===== config.mk =====
export PLATFORM = sky130hd
export DESIGN_NAME = adc_demux_output_capture
export DESIGN_NICKNAME = d
export VERILOG_FILES = /design/src/design/adc_demux_pkg.sv /design/src/design/adc_demux_output_capture.sv /design/src/design/sample_quantizer.sv
export SDC_FILE = /design/constraint.sdc
export NUM_CORES = 1
export LEC_CHECK = 0
export BUFFER_PORTS_ARGS = -buffer_cell sky130_fd_sc_hd__buf_2
export CORE_AREA = 2 2 82 64
export DETAILED_ROUTE_END_ITERATION = 12
export DIE_AREA = 0 0 84 66
export MAX_ROUTING_LAYER = met4
export PLACE_DENSITY = 0.73
export SETUP_SLACK_MARGIN = 0.1
export SYNTH_ARGS = -nofsm -noshare
export SYNTH_HDL_FRONTEND = slang
export SYNTH_SLANG_ARGS = --single-unit

===== constraint.sdc =====
create_clock -name clk -period 1.85 [get_ports clk]
set_input_delay 0.4625 -clock clk [delete_from_list [all_inputs] [get_ports clk]]
set_output_delay 0.4625 -clock clk [all_outputs]
set_load 0.01 [all_outputs]

===== src/design/adc_demux_pkg.sv =====
`default_nettype none
package adc_demux_pkg;

  // ----------------------------------------------------------------
  // widths and codes
  // ----------------------------------------------------------------
  localparam int unsigned SAMPLE_W = 8;                       // sample byte width
  localparam logic [7:0] CODE_FULL_SCALE = 8'hFF;             // positive full scale
  localparam logic [7:0] CODE_ZERO_SCALE = 8'h00;             // negative full scale
  localparam logic [7:0] CODE_MID_LOW    = 8'h7F;             // zero input, low code
  localparam logic [7:0] CODE_MID_HIGH   = 8'h80;             // zero input, high code
  localparam logic [1:0] DIV_SEL_TWO     = 2'h0;              // rate select: divide by two
  localparam logic [1:0] DIV_SEL_FOUR    = 2'h1;              // rate select: divide by four

  // ----------------------------------------------------------------
  // reset values
  // ----------------------------------------------------------------
  localparam logic [7:0] PORT_RESET      = 8'h00;             // port value after reset
  localparam logic [1:0] PHASE_RESET     = 2'h0;              // demux phase after reset

  // ----------------------------------------------------------------
  // types
  // ----------------------------------------------------------------
  // demultiplexer operating mode
  typedef enum logic [1:0] {
    undivided_mode             = 2'b00,
    half_rate_mode             = 2'b01,
    quarter_rate_decimate_mode = 2'b10
  } demux_mode_t;

  // one converted sample with its overrange flag
  typedef struct packed {
    logic       over;
    logic [7:0] code;
  } sample_t;

  // differential output pair
  typedef struct packed {
    logic [7:0] true_v;
    logic [7:0] comp_v;
  } diff_byte_t;

endpackage
`default_nettype wire


===== src/design/adc_demux_output_capture.sv =====
`default_nettype none
// Operation
// - two 8-bit ports, true and complement outputs
// - demuxed ports change only at data-ready rising edge
// - data-ready falls mid data window; held high in undivided mode
// - single-ended input gives straight binary
// - differential full scale at half swing
// - one overrange flag, true and complement
// - reset input clears internal demultiplexer
// - reset output follows internal demux reset
// - half-rate mode: two samples per period
// - quarter mode drops every other sample
// - undivided mode: primary only, aux idle, aux complement off unless both enables set
// - overrange from either port when demuxed
module adc_demux_output_capture
  import adc_demux_pkg::*;
(
  input  wire logic        clk,                 // converter sample clock
  input  wire logic        srst,                // sync reset
  input  wire logic        diff_input,          // differential drive selected
  input  wire logic [9:0]  raw_level,           // analog level, offset binary
  input  wire logic        demux_select_on,     // demultiplexer enable
  input  wire logic [1:0]  rate_divide_select,  // divide by two or four
  input  wire logic        aux_port_on_a,       // auxiliary port enable a
  input  wire logic        aux_port_on_b,       // auxiliary port enable b
  input  wire logic        demux_reset_in,      // demux reset input
  output logic [7:0]       primary_byte_port,   // primary port true
  output logic [7:0]       primary_byte_port_n, // primary port complement
  output logic [7:0]       auxiliary_byte_port, // auxiliary port true
  output logic [7:0]       auxiliary_byte_port_n, // auxiliary port complement
  output logic             overrange,           // overrange true
  output logic             overrange_n,         // overrange complement
  output logic             data_ready_clock,    // data-ready true phase
  output logic             data_ready_clock_n,  // data-ready complement phase
  output logic             demux_reset_out,     // reset output true
  output logic             demux_reset_out_n    // reset output complement
);

  // ----------------------------------------------------------------
  // mode decode and sampling
  // ----------------------------------------------------------------
  demux_mode_t mode;                            // decoded demux mode
  sample_t     cur;                             // newest converted sample
  sample_t     held_reg;                        // earlier sample of a pair
  logic [1:0]  phase_reg;                       // position within output period
  logic        aux_on;                          // auxiliary port powered
  logic        demux_rst;                       // internal demux reset
  logic        period_end;                      // last sample of the period
  logic        take_early;                      // hold this sample as primary

  // mode from enable and rate select
  always_comb
  begin
    if (!demux_select_on)
      mode = undivided_mode;
    else if (rate_divide_select == DIV_SEL_FOUR)
      mode = quarter_rate_decimate_mode;
    else
      mode = half_rate_mode;
  end

  assign aux_on    = aux_port_on_a & aux_port_on_b;
  assign demux_rst = srst | demux_reset_in;

  // phase positions: /1 every cycle ends, /2 ends at 1, /4 ends at 3
  always_comb
  begin
    unique case (mode)
      undivided_mode:             period_end = 1'b1;
      half_rate_mode:             period_end = phase_reg[0];
      quarter_rate_decimate_mode: period_end = (phase_reg == 2'h3);
      default:                    period_end = 1'b1;
    endcase
    take_early = (mode == half_rate_mode) ? (phase_reg[0] == 1'b0)
               : (phase_reg == 2'h1);
  end

  // converter core
  sample_quantizer u_quant (
    .clk        (clk),
    .srst       (srst),
    .diff_input (diff_input),
    .raw_level  (raw_level),
    .sample     (cur)
  );

  // ----------------------------------------------------------------
  // demultiplexer phase
  // ----------------------------------------------------------------
  // phase counter, cleared by the demux reset
  always_ff @(posedge clk)
  begin
    if (demux_rst)
      phase_reg <= PHASE_RESET;
    else if (mode == undivided_mode)
      phase_reg <= PHASE_RESET;
    else if (period_end)
      phase_reg <= PHASE_RESET;
    else
      phase_reg <= 2'(phase_reg + 2'h1);
  end

  // earlier sample of the pair; in quarter mode phase 0 and 2 are dropped
  always_ff @(posedge clk)
  begin
    if (demux_rst)
      held_reg <= '0;
    else if (mode != undivided_mode && take_early)
      held_reg <= cur;
  end

  // ----------------------------------------------------------------
  // output ports
  // ----------------------------------------------------------------
  // ports update together at period end, when data-ready rises in the demuxed modes
  always_ff @(posedge clk)
  begin
    if (demux_rst)
    begin
      primary_byte_port     <= PORT_RESET;
      primary_byte_port_n   <= ~PORT_RESET;
      auxiliary_byte_port   <= PORT_RESET;
      auxiliary_byte_port_n <= ~PORT_RESET;
      overrange             <= 1'b0;
      overrange_n           <= 1'b1;
    end
    else if (period_end)
    begin
      if (mode == undivided_mode)
      begin
        primary_byte_port     <= cur.code;
        primary_byte_port_n   <= ~cur.code;
        auxiliary_byte_port   <= PORT_RESET;
        auxiliary_byte_port_n <= aux_on ? ~PORT_RESET : PORT_RESET;
        overrange             <= cur.over;
        overrange_n           <= ~cur.over;
      end
      else
      begin
        primary_byte_port     <= held_reg.code;
        primary_byte_port_n   <= ~held_reg.code;
        auxiliary_byte_port   <= cur.code;
        auxiliary_byte_port_n <= ~cur.code;
        overrange             <= held_reg.over | cur.over;
        overrange_n           <= ~(held_reg.over | cur.over);
      end
    end
  end

  // data-ready: held high undivided; demuxed, rises with the data, falls mid period
  always_ff @(posedge clk)
  begin
    if (demux_rst)
    begin
      data_ready_clock   <= 1'b0;
      data_ready_clock_n <= 1'b1;
    end
    else if (mode == undivided_mode)
    begin
      data_ready_clock   <= 1'b1;
      data_ready_clock_n <= 1'b0;
    end
    else
    begin
      data_ready_clock   <= period_end | (phase_reg == 2'h0 &&
                            mode == quarter_rate_decimate_mode);
      data_ready_clock_n <= ~(period_end | (phase_reg == 2'h0 &&
                            mode == quarter_rate_decimate_mode));
    end
  end

  // reset output follows the internal demux reset
  always_ff @(posedge clk)
  begin
    if (srst)
    begin
      demux_reset_out   <= 1'b1;
      demux_reset_out_n <= 1'b0;
    end
    else
    begin
      demux_reset_out   <= demux_reset_in;
      demux_reset_out_n <= ~demux_reset_in;
    end
  end

  // ----------------------------------------------------------------
  // checks
  // ----------------------------------------------------------------
  port_stable_a : assert property (@(posedge clk) disable iff (demux_rst)
    (!$past(period_end) && !$past(demux_rst)) |-> $stable(primary_byte_port))
    else $error("primary port changed off the update edge");
  comp_pair_a : assert property (@(posedge clk) disable iff (srst)
    primary_byte_port_n == ~primary_byte_port)
    else $error("primary complement mismatch");
  or_pair_a : assert property (@(posedge clk) disable iff (srst)
    overrange_n == ~overrange)
    else $error("overrange complement mismatch");
  rst_clear_a : assert property (@(posedge clk)
    demux_reset_in |=> phase_reg == PHASE_RESET)
    else $error("demux not reset");
  rst_follow_a : assert property (@(posedge clk) disable iff (srst)
    demux_reset_in |=> demux_reset_out && !demux_reset_out_n)
    else $error("reset output did not follow");
  half_period_a : assert property (@(posedge clk) disable iff (demux_rst)
    (mode == half_rate_mode && $stable(mode) && period_end)
      |=> !period_end ##1 period_end)
    else $error("half rate period wrong");
  quarter_period_a : assert property (@(posedge clk) disable iff (demux_rst)
    (mode == quarter_rate_decimate_mode && $stable(mode) && period_end)
      |=> !period_end [*3] ##1 period_end)
    else $error("quarter rate period wrong");
  aux_direct_a : assert property (@(posedge clk) disable iff (demux_rst)
    (mode == undivided_mode && $stable(mode)) |=> auxiliary_byte_port == PORT_RESET)
    else $error("aux active in undivided mode");
  or_either_a : assert property (@(posedge clk) disable iff (demux_rst)
    (mode != undivided_mode && period_end && (held_reg.over | cur.over))
      |=> overrange)
    else $error("overrange missed");

endmodule // adc_demux_output_capture
`default_nettype wire


===== src/design/sample_quantizer.sv =====
`default_nettype none
// ----------------------------------------------------------------
// sample quantizer: input value to straight binary code
// ----------------------------------------------------------------
module sample_quantizer
  import adc_demux_pkg::*;
(
  input  wire logic        clk,           // sample clock
  input  wire logic        srst,          // sync reset
  input  wire logic        diff_input,    // differential drive selected
  input  wire logic [9:0]  raw_level,     // signed input level, offset binary
  output var  sample_t     sample         // registered sample
);
  // raw_level is offset binary: 0x200 = zero input; single-ended
  // full scale spans 0x100..0x2FF at two levels per code,
  // differential half of that per side
  logic [9:0]  span_reg;                  // level after differential gain, centre stays at 0x200
  logic [10:0] scaled;                    // width for differential gain

  // differential swing per side is half: double the offset from centre
  always_comb
  begin
    if (diff_input && raw_level < 10'h100)
      scaled = 11'h000;                                           // clamp, no wrap below zero
    else if (diff_input)
      scaled = {1'b0, raw_level} + {1'b0, raw_level} - 11'h200;
    else
      scaled = {1'b0, raw_level};
    span_reg = scaled[9:0];
  end

  // clamp to code range, overrange only above full scale
  always_ff @(posedge clk)
  begin
    if (srst)
    begin
      sample <= '0;
    end
    else if (scaled >= 11'h2FF)
    begin
      sample.code <= CODE_FULL_SCALE;
      sample.over <= (scaled >= 11'h300);
    end
    else if (scaled < 11'h100)
    begin
      sample.code <= CODE_ZERO_SCALE;
      sample.over <= 1'b0;
    end
    else
    begin
      sample.code <= 8'((span_reg - 10'h100) >> 1);
      sample.over <= 1'b0;
    end
  end

  // ----------------------------------------------------------------
  // checks
  // ----------------------------------------------------------------
  over_full_a : assert property (@(posedge clk) disable iff (srst)
    sample.over |-> sample.code == CODE_FULL_SCALE)
    else $error("overrange without full-scale code");
  neg_zero_a : assert property (@(posedge clk) disable iff (srst)
    (!diff_input && raw_level == 10'h000) |=> sample.code == CODE_ZERO_SCALE)
    else $error("negative full scale not zero code");
  mid_code_a : assert property (@(posedge clk) disable iff (srst)
    (raw_level == 10'h200) |=> sample.code == CODE_MID_HIGH && !sample.over)
    else $error("zero input wrong code");

endmodule // sample_quantizer
`default_nettype wire


# Word-level counts from Yosys, hierarchy flattened
# Index checks and enable logic that the tools add are counted.
totals:
  register_bits: 58
  inputBits: 19
  output_inout_bits: 38
  wordCells: 63
classes:
  addsub: 4
  magnitude_cmp: 4
  n_eq_ne: 5
  mux: 17
  bitwise: 11
  reduce_logical: 7
op_table:
  columns: ["op", "n"]
  rows:
  - ["8-bit two-way mux", 6]
  - ["11-bit by 10-bit greater-or-equal comparator with 1-bit output, second input constant", 2]
  - ["11-bit two-way mux", 2]
  - ["8-bit inverter", 2]
  - ["10-bit by 10-bit adder with 11-bit output", 1]
  - ["11-bit by 9-bit less-than comparator with 1-bit output, second input constant", 1]
  - ["11-bit by 10-bit subtractor with 11-bit output, second input constant", 1]
  - ["10-bit by 9-bit less-than comparator with 1-bit output, second input constant", 1]
  - ["9-bit two-way mux", 1]
  - ["9-bit subtractor, second input constant", 1]
  - ["2-bit by 1-bit == test with 1-bit output, second input constant", 3]
  - ["1-bit two-way mux", 5]
  - ["1-bit inverter", 5]
  - ["2-bit == test, second input constant", 2]
  - ["2-bit logical NOT", 2]
  - ["2-bit two-way mux", 2]
  - ["1-bit logical AND", 3]
  - ["1-bit OR", 3]
  - ["3-bit OR reduction", 1]
  - ["2-bit by 1-bit adder with 2-bit output, second input constant", 1]
  - ["1-bit case mux with 2 select lines", 1]
  - ["2-bit nonzero test", 1]
  - ["1-bit AND", 1]

# Logic depth before layout (Yosys ltp)
depth:
  ltp_word: 8
  depth_mapped: 7
  mapped_depth_nobuf: 6

# By module
# A second synthesis with hierarchy kept.
hier_totals:
  hier_cells: 275
  hier_area_um2: 2673.8
modules_own_cells:
  columns: ["mod", "instances", "cells_per_inst", "area_per_inst_um2", "seq_area_each_um2"]
  rows:
  - ["adc_demux_output_capture", 1, 221, 2188.3, 980.9]
  - ["sample_quantizer", 1, 54, 485.5, 180.2]

# Worst setup path before layout
# OpenSTA, ideal clock, no wires.
synth_path:
  kind: "input port to flip-flop"
  start: "input raw_level[8]"
  end: "register u_quant.sample[4] (netlist name)"
  arrival_ps: 1631
  path_slack_ps: 140
  stages: 6
  n_path_buf: 0
  path_cell_list: "inv_1 ha_1 nand3b_1 a2111oi_4 nand4_4 o211ai_1"
synth_between:
  elab_chain_len: 7
  word_cells_on_any_way: 11
synth_rtl:
  columns: ["element", "line_no", "text"]
  rows:
  - ["start, declared", "adc_demux_output_capture.sv:21", "input wire logic [9:0] raw_level,"]
  - ["10-bit by 10-bit adder with 11-bit output", "sample_quantizer.sv:26", "scaled = {1'b0, raw_level} + {1'b0, raw_level} - 11'h200;"]
  - ["11-bit by 10-bit subtractor with 11-bit output", "sample_quantizer.sv:26", null]
  - ["11-bit two-way mux", "sample_quantizer.sv:25", "else if (diff_input)"]
  - ["11-bit two-way mux (*)", "sample_quantizer.sv:23", "if (diff_input && raw_level < 10'h100)"]
  - ["11-bit by 9-bit less-than comparator with 1-bit output", "sample_quantizer.sv:44", "else if (scaled < 11'h100)"]
  - ["8-bit two-way mux", "sample_quantizer.sv:44", null]
  - ["9-bit two-way mux (*)", "sample_quantizer.sv:39", "else if (scaled >= 11'h2FF)"]
  - ["end, declared", "sample_quantizer.sv:12", "output var sample_t sample"]
# Every way passes the cells marked *; elsewhere a longest branch is shown, timed or not.
# A chain may end at the register's enable or synchronous reset.

# Worst setup path after layout
layout_path:
  start: "register phase_reg[0]"
  end: "register auxiliary_byte_port_n[6]"
layout_between:
  elab_chain_len: 2
layout_rtl:
  columns: ["element", "line_no", "text"]
  rows:
  - ["start, declared", "adc_demux_output_capture.sv:45", "logic [1:0] phase_reg;"]
  - ["start signal, assigned", "adc_demux_output_capture.sv:100", "phase_reg <= 2'(phase_reg + 2'h1);"]
  - ["2-bit == test", "adc_demux_output_capture.sv:71", "quarter_rate_decimate_mode: period_end = (phase_reg == 2'h3);"]
  - ["1-bit case mux with 2 select lines (*)", "adc_demux_output_capture.sv:68", "unique case (mode)"]
  - ["end signal, assigned", "adc_demux_output_capture.sv:123", "auxiliary_byte_port_n <= ~PORT_RESET;"]
  - ["end signal, assigned", "adc_demux_output_capture.sv:134", "auxiliary_byte_port_n <= aux_on ? ~PORT_RESET : PORT_RESET;"]
  - ["end signal, assigned", "adc_demux_output_capture.sv:143", "auxiliary_byte_port_n <= ~cur.code;"]
  - ["end, declared", "adc_demux_output_capture.sv:30", "output logic [7:0] auxiliary_byte_port_n,"]
# Marks and branches as above.

==> flow_summary.json <==
{
  "ys_async_sr_fraction_pct": 0,
  "htreeDepth": 3,
  "netlist-cell-type-count": 41,
  "cp_cell_sequence": "ha_1, mux2_4, nor2_4, a221o_1",
  "finalHoldViolCount": 0,
  "wl_per_cell_um": 13.6,
  "first_global_vias": 1916,
  "grt_pass1_wl_mm": 8.87,
  "final_common_cell": "dfxtp_1",
  "io_pins": 57,
  "synthFlopType": "dfxtp_1",
  "hpwl_mm": 3.71,
  "grt_util_all_layers_pct": 21.3,
  "endpoint_kind": "register",
  "power_density_mw_per_mm2": 917,
  "cts_setup_buffers": 0,
  "setup_viol": 0,
  "synth_cells": 256,
  "drt_iter0_markers": 189,
  "final_util_pct": 61.9,
  "die_x_um": 84,
  "rsz0062_at_grt": "false",
  "skew_ps": 6.44,
  "clock_path_buffers": 2,
  "syn_area_mm2": 0.00238,
  "finalCritPeriodShare_pct": 88.6,
  "routabilityCongestion": 0.870,
  "required_ps": 2070,
  "numCtsBuffers": 9,
  "slowest_stage": "dfxtp_1",
  "start_util_pct": 50.0,
  "clkSinkCount": 58,
  "drv_cap": 0,
  "cts-root-buf": "clkbuf_8",
  "rows": 22,
  "worst_pin_slew_ps": 410,
  "clock_latency_ps": 330,
  "die_h_um": 66,
  "relSlewSlack_pct": 72.6,
  "via_per_inst": 5.30,
  "synth.avg_cell_area_um2": 9.30,
  "grt_overflow_total": 0,
  "routed_wl_mm": 5.27,
  "path_class": "reg -> reg",
  "cts_resized": 0,
  "drive_gt1_share_pct": 27.7,
  "synth_seq_cells": 58,
  "dr.pass1.iters": 4,
  "tns_ps": 0,
  "tritoncts": "built",
  "core_mm2": 0.00476,
  "finalPower_mw": 2.70,
  "fmax_ghz": 0.610,
  "yosysSeqAreaShare_pct": 48.8,
  "grt_max_degree": 24,
  "finalMaxSlewViolations": 0,
  "crit_arrival_ps": 1860,
  "ant_nets": 0,
  "antenna_found_initial": 0,
  "clk_pin_slew_ps": 60,
  "irDropWorstVdd_mv": 0.634,
  "worstPathMaxFanout": 18,
  "slowest_delay_ps": 480,
  "die_area_mm2": 0.00554,
  "drc_errors": 0,
  "area_growth_pct": 23.9,
  "min-delay-path-class": "in -> reg",
  "worstSetupStartpointType": "register",
  "synth_edf_count": 0,
  "outcome": "completed",
  "min_period_ps": 1640,
  "cts_hold_buf": 0,
  "synth_nets": 279,
  "diodes": 0,
  "portBuffers": 56,
  "fin_nets": 346,
  "yosysWarnings": 0,
  "vias": 2055,
  "p_leak_nw": 1.27,
  "mostFrequentLayoutCells": "dfxtp_1 (58), buf_2 (56), nand2_1 (36)"
}
[worst paths after layout]
| kind | from | to | slack (ps) | cells after the start |
|---|---|---|---|---|
| worst max register to register | phase_reg[0] | auxiliary_byte_port_n[6] | 210 | 4 |
| worst max-delay path | phase_reg[0] | auxiliary_byte_port_n[6] | 210 | 4 |
| worst min register to register | primary_byte_port[4] | primary_byte_port[4] | 460 | 2 |
| worst min-delay path | srst | u_quant.sample[7] | 340 | 2 |
[area by class of cell]
type / count / area, um^2
sequential: 58 / 1160
fill: 443 / 1810
clock inverter: 2 / 10.0
clock buffer: 14 / 173
multi-input combinational: 175 / 1110
inverter: 12 / 45.0
tap: 60 / 75.1
timing repair buffer: 67 / 375
[metal layers]
metal	global-route usage [%]	wire length, um	vias to the layer above
met5	-	0	-
met4	7.26	51	0
met3	7.37	273	5
met2	32.5	2420	48
met1	26.7	2530	972
li1	-	-	1030
[power breakdown]
group          internal [mW]  total [mW]  switching (mW)
Sequential              1.31        1.35          0.0473
Combinational          0.128       0.294           0.166
Clock                  0.592        1.06           0.464
Total                   2.03        2.70           0.678
[per-stage QoR]
stage / cell area [um^2] / std cells / setup WS, ps / hold WS [ps]
2_1_floorplan: 2380 / 256 / 140 / 456
3_3_place_gp: 2770 / 372 / 39.2 / 440
3_5_place_dp: 2770 / 372 / -11.1 / 444
4_1_cts: 2950 / 388 / 205 / 336
5_1_grt: 2950 / 388 / 107 / 338
6_report: 2950 / 388 / 211 / 341
[critical path, delay by kind of cell, from the launching register on]
family	cells	cell delay [ps]
simple gates	1	90
flops	1	480
compound gates	1	350
fa+ha+maj	1	270
mux	1	320
[cells in the mapped netlist (2+ instances only)]
cell,number,area [um^2]
a21boi_0,2,15.0
a21o_1,8,60.1
a21oi_1,24,120
a21oi_2,2,17.5
a221o_1,8,80.1
buf_2,4,20.0
buf_6,2,22.5
clkbuf_1,4,15.0
dfxtp_1,58,1160
ha_1,4,50.1
inv_1,11,41.3
mux2i_1,9,90.1
nand2_1,36,135
nand2b_1,6,37.5
nand3_1,11,55.1
nor2_1,14,52.6
nor2b_1,2,12.5
nor3_1,3,15.0
o211ai_1,2,15.0
o21a_1,2,15.0
o21ai_0,17,85.1
o22ai_1,4,25.0
or2b_1,5,37.5
[logic make-up after synthesis]
logic type               Yosys count  synth area share, %
flip-flops                        58                 48.8
buffers and inverters             23                 4.62
AO/OA/AOI/OAI                     75                 21.1
AND/OR/NAND/NOR                   85                 18.1
multiplexers                      11                 5.36
adder cells (fa/ha/maj)            4                 2.10
No activity file was read; power rests on OpenSTA's default activity.
